File: config.mk
export PLATFORM = sky130hd
export DESIGN_NAME = pic_core_end_flat
export DESIGN_NICKNAME = d
export VERILOG_FILES = /design/src/hw/pic_pkg.sv /design/src/hw/pic_if.sv /design/src/hw/pic_core_end.sv /design/src/flat_wrapper.sv
export SDC_FILE = /design/constraint.sdc
export NUM_CORES = 1
export LEC_CHECK = 0
export BUFFER_PORTS_ARGS = -buffer_cell sky130_fd_sc_hd__buf_2
export CORE_MARGIN = 3
export CORE_UTILIZATION = 46
export DETAILED_ROUTE_END_ITERATION = 10
export PLACE_DENSITY = 0.65
export SLEW_MARGIN = 10
export SYNTH_ARGS = -nofsm -noshare
export SYNTH_HDL_FRONTEND = slang
export SYNTH_SLANG_ARGS = --single-unit
File: constraint.sdc
create_clock -name clk -period 6.96 [get_ports clk]
set_clock_uncertainty 0.1 [all_clocks]
set_input_delay 0.348 -clock clk [delete_from_list [all_inputs] [get_ports clk]]
set_output_delay 0.348 -clock clk [all_outputs]
set_load 0.01 [all_outputs]
File: src/hw/pic_pkg.sv
package pic_pkg;

  // Request inputs and priority field geometry.
  localparam int NUM_REQ         = 12;
  localparam int FIELD_W         = 2;
  localparam int FIELDS_PER_BYTE = 4;
  localparam int NUM_PRIO_REGS   = 3;

  // Priority setting register byte addresses, write only.
  localparam logic [7:0] PRIO_0_TO_3_ADDR  = 8'h7c;
  localparam logic [7:0] PRIO_4_TO_7_ADDR  = 8'h7d;
  localparam logic [7:0] PRIO_8_TO_11_ADDR = 8'h7e;
  localparam logic [7:0] PRIO_REG_RESET    = 8'hff;

  // Priority encodings shared by fields and the core level.
  localparam logic [1:0] PRIO_NEVER     = 2'b11;
  localparam logic [1:0] RANK_DISABLED  = 2'd3;

  // Vector table: input 0 at the top, each next input two bytes lower.
  localparam logic [15:0] VECTOR_TOP  = 16'hfffa;
  localparam logic [15:0] VECTOR_STEP = 16'h0002;

  // Core side timing: nine instruction cycles of two system clocks each.
  localparam int ACK_INSTR_CYCLES = 9;
  localparam int CLKS_PER_INSTR   = 2;
  localparam int ACK_CLKS         = ACK_INSTR_CYCLES * CLKS_PER_INSTR;

  // Core status after reset: level disabled, global enable clear.
  localparam logic [1:0] PS_LEVEL_RESET = 2'b11;
  localparam logic       PS_IEN_RESET   = 1'b0;
  localparam logic [15:0] PC_RESET      = 16'h0000;

  // Rank of a two-bit priority code: 1 better, 2 worse, 3 never.
  function automatic logic [1:0] prio_rank(input logic [1:0] code);
    if (!code[1]) begin
      prio_rank = 2'd1;
    end else if (!code[0]) begin
      prio_rank = 2'd2;
    end else begin
      prio_rank = RANK_DISABLED;
    end
  endfunction

endpackage

File: src/hw/pic_if.sv
`timescale 1ns/100ps
interface pic_if (
  input wire logic clk,
  input wire logic reset
);
  logic        irq_valid;
  logic [1:0]  irq_priority;
  logic [15:0] irq_vector;
  logic [3:0]  irq_source;
  logic        wake;
  logic        sleep_active;
  logic        cfg_write;
  logic [7:0]  cfg_addr;
  logic [7:0]  cfg_data;

  // Controller end: drives the forwarded request and the wake signal.
  modport dev_mp (
    input  clk,
    input  reset,
    input  sleep_active,
    input  cfg_write,
    input  cfg_addr,
    input  cfg_data,
    output irq_valid,
    output irq_priority,
    output irq_vector,
    output irq_source,
    output wake
  );

  // Core end: consumes the request, writes the priority bytes.
  modport cpu_mp (
    input  clk,
    input  reset,
    input  irq_valid,
    input  irq_priority,
    input  irq_vector,
    input  irq_source,
    input  wake,
    output sleep_active,
    output cfg_write,
    output cfg_addr,
    output cfg_data
  );
endinterface

File: src/hw/pic_core_end.sv
`timescale 1ns/100ps
module pic_core_end #(
  parameter int STACK_DEPTH = 16,
  parameter int SP_W        = 4
) (
  pic_if.cpu_mp             link,
  input  wire logic         instr_done,
  input  wire logic         return_from_interrupt,
  input  wire logic         sleep_req,
  input  wire logic         ps_write,
  input  wire logic         ps_ien_in,
  input  wire logic [1:0]   ps_level_in,
  input  wire logic         cfg_valid,
  input  wire logic [7:0]   cfg_addr_in,
  input  wire logic [7:0]   cfg_data_in,
  output logic [15:0]       program_counter,
  output logic [SP_W-1:0]   stack_pointer,
  output logic [1:0]        cpu_level,
  output logic              ien,
  output logic              accepted,
  output logic              acknowledging,
  output logic              sleeping
);

  typedef enum logic [1:0] {PIC_RUN, PIC_ACK, PIC_SLEEP} pic_state_t;

  localparam logic [4:0] ACK_LAST = 5'(pic_pkg::ACK_CLKS - 1);

  pic_state_t       state_reg;
  logic [4:0]       ack_count_reg;
  logic [15:0]      pc_reg;
  logic [1:0]       level_reg;
  logic             ien_reg;
  logic [SP_W-1:0]  sp_reg;
  logic [15:0]      vector_reg;
  logic [1:0]       taken_prio_reg;
  logic [15:0]      stack_mem [STACK_DEPTH];
  logic             take;
  logic             cfg_write_reg;
  logic [7:0]       cfg_addr_reg;
  logic [7:0]       cfg_data_reg;

  // Requests are looked at only when an instruction finishes; acceptance
  // needs the global enable and a strictly better rank than the level.
  assign take = (state_reg == PIC_RUN) && instr_done && link.irq_valid && ien_reg &&
                (pic_pkg::prio_rank(link.irq_priority) < pic_pkg::prio_rank(level_reg));

  // Mode sequencing: the acknowledge lasts nine instruction cycles. Sleep
  // is refused while a request is waiting; a wake returns to run.
  always_ff @(posedge link.clk) begin
    if (link.reset) begin
      state_reg     <= PIC_RUN;
      ack_count_reg <= 5'h00;
    end else begin
      case (state_reg)
        PIC_RUN: begin
          ack_count_reg <= 5'h00;
          if (take) begin
            state_reg <= PIC_ACK;
          end else if (sleep_req && !link.irq_valid) begin
            state_reg <= PIC_SLEEP;
          end
        end
        PIC_ACK: begin
          ack_count_reg <= ack_count_reg + 5'h01;
          if (ack_count_reg == ACK_LAST) begin
            state_reg <= PIC_RUN;
          end
        end
        PIC_SLEEP: begin
          if (link.wake) begin
            state_reg <= PIC_RUN;
          end
        end
        default: state_reg <= PIC_RUN;
      endcase
    end
  end

  // Capture the request at acceptance; it may drop during the acknowledge.
  always_ff @(posedge link.clk) begin
    if (link.reset) begin
      vector_reg     <= pic_pkg::VECTOR_TOP;
      taken_prio_reg <= pic_pkg::PRIO_NEVER;
    end else if (take) begin
      vector_reg     <= link.irq_vector;
      taken_prio_reg <= link.irq_priority;
    end
  end

  // Stack: PC goes first, status second, each push one word downward.
  // A return pops both words at once. No overflow check is made.
  always_ff @(posedge link.clk) begin
    if (state_reg == PIC_ACK && ack_count_reg == 5'h00) begin
      stack_mem[sp_reg] <= pc_reg;
    end else if (state_reg == PIC_ACK && ack_count_reg == 5'h01) begin
      stack_mem[sp_reg] <= {13'h0000, ien_reg, level_reg};
    end
  end

  always_ff @(posedge link.clk) begin
    if (link.reset) begin
      sp_reg <= SP_W'(STACK_DEPTH - 1);
    end else if (state_reg == PIC_ACK && ack_count_reg < 5'h02) begin
      sp_reg <= sp_reg - 1'b1;
    end else if (state_reg == PIC_RUN && return_from_interrupt) begin
      sp_reg <= sp_reg + SP_W'(2);
    end
  end

  // Program counter steps per instruction, takes the vector at the end of
  // the acknowledge and comes back from the stack on a return.
  always_ff @(posedge link.clk) begin
    if (link.reset) begin
      pc_reg <= pic_pkg::PC_RESET;
    end else if (state_reg == PIC_ACK && ack_count_reg == ACK_LAST) begin
      pc_reg <= vector_reg;
    end else if (state_reg == PIC_RUN && return_from_interrupt) begin
      pc_reg <= stack_mem[sp_reg + SP_W'(2)];
    end else if (state_reg == PIC_RUN && instr_done && !take) begin
      pc_reg <= pc_reg + 16'h0001;
    end
  end

  // Status: level follows the accepted priority so equal and worse
  // requests wait; a return restores the pushed copy.
  always_ff @(posedge link.clk) begin
    if (link.reset) begin
      level_reg <= pic_pkg::PS_LEVEL_RESET;
      ien_reg   <= pic_pkg::PS_IEN_RESET;
    end else if (state_reg == PIC_ACK && ack_count_reg == ACK_LAST) begin
      level_reg <= taken_prio_reg;
    end else if (state_reg == PIC_RUN && return_from_interrupt) begin
      level_reg <= stack_mem[sp_reg + SP_W'(1)][1:0];
      ien_reg   <= stack_mem[sp_reg + SP_W'(1)][2];
    end else if (state_reg == PIC_RUN && ps_write) begin
      level_reg <= ps_level_in;
      ien_reg   <= ps_ien_in;
    end
  end

  // Priority bytes go out whole, one write per request, one cycle later.
  always_ff @(posedge link.clk) begin
    if (link.reset) begin
      cfg_write_reg <= 1'b0;
      cfg_addr_reg  <= 8'h00;
      cfg_data_reg  <= 8'h00;
    end else begin
      cfg_write_reg <= cfg_valid;
      cfg_addr_reg  <= cfg_addr_in;
      cfg_data_reg  <= cfg_data_in;
    end
  end

  assign link.cfg_write    = cfg_write_reg;
  assign link.cfg_addr     = cfg_addr_reg;
  assign link.cfg_data     = cfg_data_reg;
  assign link.sleep_active = (state_reg == PIC_SLEEP);
  assign program_counter   = pc_reg;
  assign stack_pointer     = sp_reg;
  assign cpu_level         = level_reg;
  assign ien               = ien_reg;
  assign accepted          = take;
  assign acknowledging     = (state_reg == PIC_ACK);
  assign sleeping          = (state_reg == PIC_SLEEP);

endmodule

File: src/flat_wrapper.sv
// flat-port wrapper written by rule: the top's interface ports become plain ports
module pic_core_end_flat 
#(
  parameter int STACK_DEPTH = 16,
  parameter int SP_W        = 4
)
  (instr_done, return_from_interrupt, sleep_req, ps_write, ps_ien_in, ps_level_in, cfg_valid, cfg_addr_in, cfg_data_in, program_counter, stack_pointer, cpu_level, ien, accepted, acknowledging, sleeping, clk, reset, link_irq_valid, link_irq_priority, link_irq_vector, link_irq_source, link_wake, link_sleep_active, link_cfg_write, link_cfg_addr, link_cfg_data);
  pic_if link_i (.clk(clk), .reset(reset));
  input  wire logic instr_done;
  input  wire logic return_from_interrupt;
  input  wire logic sleep_req;
  input  wire logic ps_write;
  input  wire logic ps_ien_in;
  input  wire logic [1:0] ps_level_in;
  input  wire logic cfg_valid;
  input  wire logic [7:0] cfg_addr_in;
  input  wire logic [7:0] cfg_data_in;
  output logic [15:0] program_counter;
  output logic [SP_W-1:0] stack_pointer;
  output logic [1:0] cpu_level;
  output logic ien;
  output logic accepted;
  output logic acknowledging;
  output logic sleeping;
  input wire logic clk;
  input wire logic reset;
  input wire logic [$bits(link_i.irq_valid)-1:0] link_irq_valid;
  input wire logic [$bits(link_i.irq_priority)-1:0] link_irq_priority;
  input wire logic [$bits(link_i.irq_vector)-1:0] link_irq_vector;
  input wire logic [$bits(link_i.irq_source)-1:0] link_irq_source;
  input wire logic [$bits(link_i.wake)-1:0] link_wake;
  output wire logic [$bits(link_i.sleep_active)-1:0] link_sleep_active;
  output wire logic [$bits(link_i.cfg_write)-1:0] link_cfg_write;
  output wire logic [$bits(link_i.cfg_addr)-1:0] link_cfg_addr;
  output wire logic [$bits(link_i.cfg_data)-1:0] link_cfg_data;
  assign link_i.irq_valid = link_irq_valid;
  assign link_i.irq_priority = link_irq_priority;
  assign link_i.irq_vector = link_irq_vector;
  assign link_i.irq_source = link_irq_source;
  assign link_i.wake = link_wake;
  assign link_sleep_active = link_i.sleep_active;
  assign link_cfg_write = link_i.cfg_write;
  assign link_cfg_addr = link_i.cfg_addr;
  assign link_cfg_data = link_i.cfg_data;
  pic_core_end #(.STACK_DEPTH(STACK_DEPTH), .SP_W(SP_W)) u_core (.link(link_i), .instr_done(instr_done), .return_from_interrupt(return_from_interrupt), .sleep_req(sleep_req), .ps_write(ps_write), .ps_ien_in(ps_ien_in), .ps_level_in(ps_level_in), .cfg_valid(cfg_valid), .cfg_addr_in(cfg_addr_in), .cfg_data_in(cfg_data_in), .program_counter(program_counter), .stack_pointer(stack_pointer), .cpu_level(cpu_level), .ien(ien), .accepted(accepted), .acknowledging(acknowledging), .sleeping(sleeping));
endmodule
After elaboration in Yosys (flattened, before gate mapping)
Memory sizes are Yosys's and may differ from the RTL's.
Cells that the tools add are included.
{ "word_totals": {"ram_bits": 256, "mem_count": 1, "regBits": 65, "input_bits": 50} }
{ "memory_table": {"columns": ["name", "depth", "width", "read_ports", "rd_ports_with_merged_regs", "wr", "line", "source"], "rows": [
  ["u_core.stack_mem", 16, 16, 2, 0, 1, "pic_core_end.sv:37", "logic [15:0] stack_mem [STACK_DEPTH];"]
]} }
{ "classes": {"n_mux": 26, "magnitude_cmp": 2, "eq_ne": 7, "add_sub_neg": 5, "n_reduce_logical": 23, "bitwise": 2} }
{ "op_table": {"columns": ["op", "n"], "rows": [
  ["$mux W16", 4],
  ["$mux W2", 9],
  ["$add A16 B1 Y16 const B", 1],
  ["$logic_and A1 B1 Y1", 12],
  ["$pmux W5 S2", 1],
  ["$mux W1", 9],
  ["$mux W4", 2],
  ["$pmux W2 S3", 1],
  ["$reduce_bool A2 Y1", 3],
  ["$reduce_bool A3 Y1", 2],
  ["$add A5 B1 Y5 const B", 1],
  ["$eq A5 B1 Y1 const B", 1],
  ["$eq A5 B5 Y1 const B", 1],
  ["$logic_not A5 Y1", 1],
  ["$lt A5 B2 Y1 const B", 1],
  ["$add A4 B1 Y4 const B", 1],
  ["$add A4 B2 Y4 const B", 1],
  ["$sub A4 B1 Y4 const B", 1],
  ["$ne A3 B2 Y1 const B", 1],
  ["$reduce_and A3 Y1", 1],
  ["$eq A2 B1 Y1 const B", 1],
  ["$eq A2 B2 Y1 const B", 1],
  ["$logic_not A1 Y1", 2],
  ["$logic_not A2 Y1", 1],
  ["other kinds (6)", 6]
]} }

Longest topological paths before layout
{ "logic_depth": {"ltp_word": 10, "depth_mapped": 12, "depth_no_buf": 8} }

Worst setup path after synthesis
OpenSTA, ideal clock, no wires.
{ "synth_path": {"kind": "reg-to-reg", "startpoint": "register u_core.sp_reg[0], in the netlist u_core.stack_pointer[0]", "endpoint": "memory u_core.stack_mem[0][0] (enable)", "period_less_slack_ns": 3.019, "stages_incl_launch_ff": 9, "setup_ns": 0.409, "path_buffers": 4, "t_arrival_ns": 2.510, "required_time_ns": 6.451, "slack_ns": 3.941, "path_cell_list": "dfxtp_1 buf_2 buf_6 buf_6 buf_4 inv_1 ha_1 nand2_1 nor3_1"} }
{ "synth_lines": {"columns": ["item", "line", "source"], "rows": [
  ["start, declared", "pic_core_end.sv:34", "logic [SP_W-1:0] sp_reg;"],
  ["start signal, assigned", "pic_core_end.sv:103", "sp_reg <= SP_W'(STACK_DEPTH - 1);"],
  ["start signal, assigned", "pic_core_end.sv:105", "sp_reg <= sp_reg - 1'b1;"],
  ["start signal, assigned", "pic_core_end.sv:107", "sp_reg <= sp_reg + SP_W'(2);"],
  ["end, declared", "pic_core_end.sv:37", null]
]} }
No word-level cell before the write port.

Final worst setup path
{ "layout_path": {"startpoint": "input link_irq_priority[0]", "endpoint": "output accepted"} }
{ "layout_between": {"elab_chain_len": 4} }
{ "layout_lines": {"columns": ["item", "line", "source"], "rows": [
  ["start, declared", "flat_wrapper.sv:28", "input wire logic [$bits(link_i.irq_priority)-1:0] link_irq_priority;"],
  ["$mux W1", "pic_pkg.sv:37", "end else if (!code[0]) begin"],
  ["$mux W2", "pic_pkg.sv:35", "if (!code[1]) begin"],
  ["$lt A2 B2 Y1", "pic_core_end.sv:46", "(pic_pkg::prio_rank(link.irq_priority) < pic_pkg::prio_rank(level_reg));"],
  ["$logic_and A1 B1 Y1", "pic_core_end.sv:45", "assign take = (state_reg == PIC_RUN) && instr_done && link.irq_valid && ien_reg &&"],
  ["end, declared", "flat_wrapper.sv:22", "output logic accepted;"]
]} }
Every way passes these cells.

==> key figures <==
Logic synthesis
  – Synthesized cell area: 0.0133 mm^2
  – Post-synthesis register bit count: 321
  – Post-synth top area share: 57.6%
  – Primary FF master, synth: edfxtp_1
  – Dominant cells by area after synthesis: edfxtp_1 (58%), mux4_2 (14%), dfxtp_1 (9.8%), nand2_1 (2.0%), nor2b_1 (1.8%)
  – Gate Count Post-Synth: 799
  – Yosys Warn Count: 0
  – Avg Cell Area, Syn: 16.7 um^2
  – Synth Net Count: 861
  – Number of synthesized flops with an enable pin: between 200 and 300
  – Yosys cell types: 56
  – Top cell type by total area after synthesis: edfxtp_1
  – Sequential share of the synthesized area: 67.4%
  – Post-synthesis async set-or-reset flop share: 0%

STA
  – Period utilization: 52.0%
  – RSZ-0062 raised after global routing: no
  – Setup_tns: 0 ns
  – Worst slew pin tran: 1.13 ns
  – Setup violators final: 0
  – F_max: 0.276 GHz
  – Fin. Hold Viols: 0
  – Final setup margin: 3.34 ns
  – Slew headroom: 24.6%
  – Fin crit period: 3.62 ns
  – Slew Limit Fails: 0

Power
  – Leak pwr: about 5.6 nW
  – Sequential share of power: 49.2%
  – Switch share: 23.2%
  – PwrDens: 285 mW/mm^2
  – IR drop worst, VDD: 165 uV
  – Switch Pwr: 1.04 mW
  – Clock power frac: 40.0%
  – P_int: 3.45 mW
  – Logic pwr share: a little over a tenth

Clock network
  – CTS clk-pin slew, worst paths: 0.06 ns
  – CTS H-tree depth: 2
  – Bufs on Longest Clock Path: 3
  – CTS tree: built
  – Clock latency on the worst-skew pair: 0.50 ns
  – Setup Buffers After CTS: 0
  – CTS resizes: 0
  – Num Clock Sinks: ~320
  – Post-CTS Hold Buffers: 37
  – Total CTS buffers: 34
  – Clock tree root driver cell: clkbuf_16

Finish
  – Area grow syn2layout: 17.9%
  – Post-Route Utilization: 55.8%
  – Number of flip-flops in the largest register: 256
  – FILL cells: 2157
  – Layout cell share with drive strength beyond 1: 29.2%
  – Reg area: around 0.0090 mm^2
  – Nets@finish: 1000
  – Multi-input combinational cell area: 0.00414 mm^2
  – Diode count: 0

Critical path
  – Critical Path Source Type: input port
  – Crit Reg-Reg Startpoint: u_core.stack_pointer[1]
  – Critical path data arrival time: 3.17 ns
  – Worst Reg-to-Reg Cells: 6
  – Reg2reg end: u_core.program_counter[2]
  – Crit path capture: accepted
  – R2R setup slack: 3.41 ns
  – Required time of the critical path: 6.51 ns
  – Critical Path Fanout Max: 20
  – Crit path from: link_irq_priority[0]
  – Type of the worst setup path: input port to output pin
  – Critical path endpoint category: output pin

Floorplan
  – Chip height: 176 um
  – Starting Density: approximately 47%
  – Rows: 61
  – Num ports: 94
  – Chip Width: 176 um
  – Core area: between 0.02 and 0.03 mm^2
  – Area of the die: 0.0311 mm^2

Placement
  – Port-buffer cells: 89
  – Post-DP HPWL: 18100 um
  – DP Worst Slack: 3.41 ns
  – RD Place Congestion: 0.806

Route
  – Avg WL per Cell: 22.7 um
  – ANT nets after route: 0
  – Number of remaining DRC errors: 0
  – 1st-iter DRT viols: about 530
  – Via/cell ratio: 5.61
  – Detailed Routing Iterations Pass 1: 5
  – Via count: 7513
  – Detailed Route WL: 30400 um

Global route
  – Largest net degree at the start of global routing: 64
  – First-pass GRT wire length: between 40000 and 50000 um
  – Gr usage total: 19.8%
  – Initial antenna violation count: 1
  – Grt ovf: 0
  – Vias in the first global route: 7481

Run status
  – Status: finished, final reports clean

Run
  – Max_cap viols: 0

Min path
  – Hold/Removal Path Class: input port to flop
[final cells by class]
| cell class | count | share of cell area, % |
|---|---|---|
| Clock buffer | 43 | 5.90 |
| Clock inverter | 17 | 1.18 |
| Inverter | 8 | 0.191 |
| Timing Repair Buffer | 147 | 6.19 |
| Tap cell | 378 | 3.01 |
| Sequential cell | 321 | 57.2 |
| Multi-Input combinational cell | 426 | 26.3 |
[routing by layer]
metal | global-route usage, % | share of wire [%] | up-vias
met1 | 27.7 | 44 | 3798
met2 | 31.9 | 47 | 272
li1 | - | - | 3401
met3 | 4.19 | 7.4 | 42
met4 | 4.95 | 2.0 | 0
met5 | 0 | 0 | -
[synth_stat cells, types with 3 or more instances]
cell       instances
nand2_1           70
buf_4              7
nor3_1            13
o221ai_1           3
mux2i_1            7
a211oi_1           6
nand4_1            3
xor2_1            15
nor2_1            38
nand3b_1          16
dfxtp_1           65
a21oi_1           21
o31ai_1            3
nand3_1           13
xnor2_1            8
clkbuf_1          22
nor2b_1           39
buf_6              7
ha_1              12
inv_1              7
a2111oi_0          7
a21o_1             4
mux2_2             9
o211ai_1           6
buf_2              6
nor4_1             5
nand2b_1           5
edfxtp_1         256
mux4_2            84
mux2_1             4
and3_1             3
[power groups by stage]
stage | Clock (mW) | Sequential, mW | Combinational (mW)
3_3_place_gp | 0 | 2.25 | 0.461
2_1_floorplan | 0 | 2.23 | 0.321
4_1_cts | 1.83 | 2.21 | 0.486
5_1_grt | 1.91 | 2.21 | 0.525
3_5_place_dp | 0 | 2.25 | 0.467
6_report | 1.80 | 2.21 | 0.482
[worst max-delay path, cell delays in order]
cell           delay (ns)
dlygate4sd3_1        0.54
buf_2                0.13
nand2b_1             0.14
o21ai_1              0.44
nand4_1              0.77
inv_2                0.57
buf_2                0.22
[per-stage QoR]
stage          cell area (um^2)  total power [mW]  hold slack [ns]  instances
4_1_cts                   15700              4.53           0.0218       1340
6_report                  15700              4.49           0.0260       1340
5_1_grt                   15700              4.65           0.0568       1340
3_5_place_dp              14200              2.72            0.352       1243
2_1_floorplan             13300              2.55            0.329        799
3_3_place_gp              14200              2.71            0.348       1243
[cells in the final DEF, fill, tap and decap left out, types with 6 or more instances in the layout]
cell type	netlist	final
a211oi_1	6	6
dlygate4sd3_1	0	37
mux4_2	84	84
buf_2	6	89
mux2i_1	7	7
edfxtp_1	256	256
nor2b_1	39	39
nand3b_1	16	16
xnor2_1	8	8
a21oi_1	21	21
nand2_1	70	70
dfxtp_1	65	63
xor2_1	15	14
buf_4	7	21
clkbuf_16	0	35
clkinv_2	0	6
nor2_2	1	13
mux2_2	9	9
nand3_1	13	13
o211ai_1	6	6
nor2_1	38	26
inv_1	7	7
ha_1	12	12
nor3_1	13	9
a2111oi_0	7	7
[kinds of logic (layout without fill, tap and decap cells)]
group / Yosys count / after routing / synth area share, %
compound gates: 68 / 68 / 3.55
xor+xnor: 23 / 23 / 1.51
fa+ha+maj: 12 / 12 / 1.13
buf+inv: 52 / 215 / 2.11
flops: 321 / 321 / 67.4
mux: 104 / 104 / 15.8
simple gates: 219 / 219 / 8.51
[worst min-delay path by stage]
| stage | startpoint | to | slack, ns | cells after the start |
|---|---|---|---|---|
| finish | sleep_req | u_core.state_reg[1] | 0.03 | 3 |
| detailed placement | u_core.vector_reg[12] | u_core.program_counter[12] | 0.35 | 2 |
| global route | sleep_req | u_core.state_reg[1] | 0.06 | 3 |
| floorplan | u_core.vector_reg[15] | u_core.vector_reg[15] | 0.33 | 2 |
| global placement | u_core.vector_reg[2] | u_core.vector_reg[2] | 0.35 | 2 |
| CTS | sleep_req | u_core.state_reg[1] | 0.02 | 3 |
(Power assumes the default switching activity.)
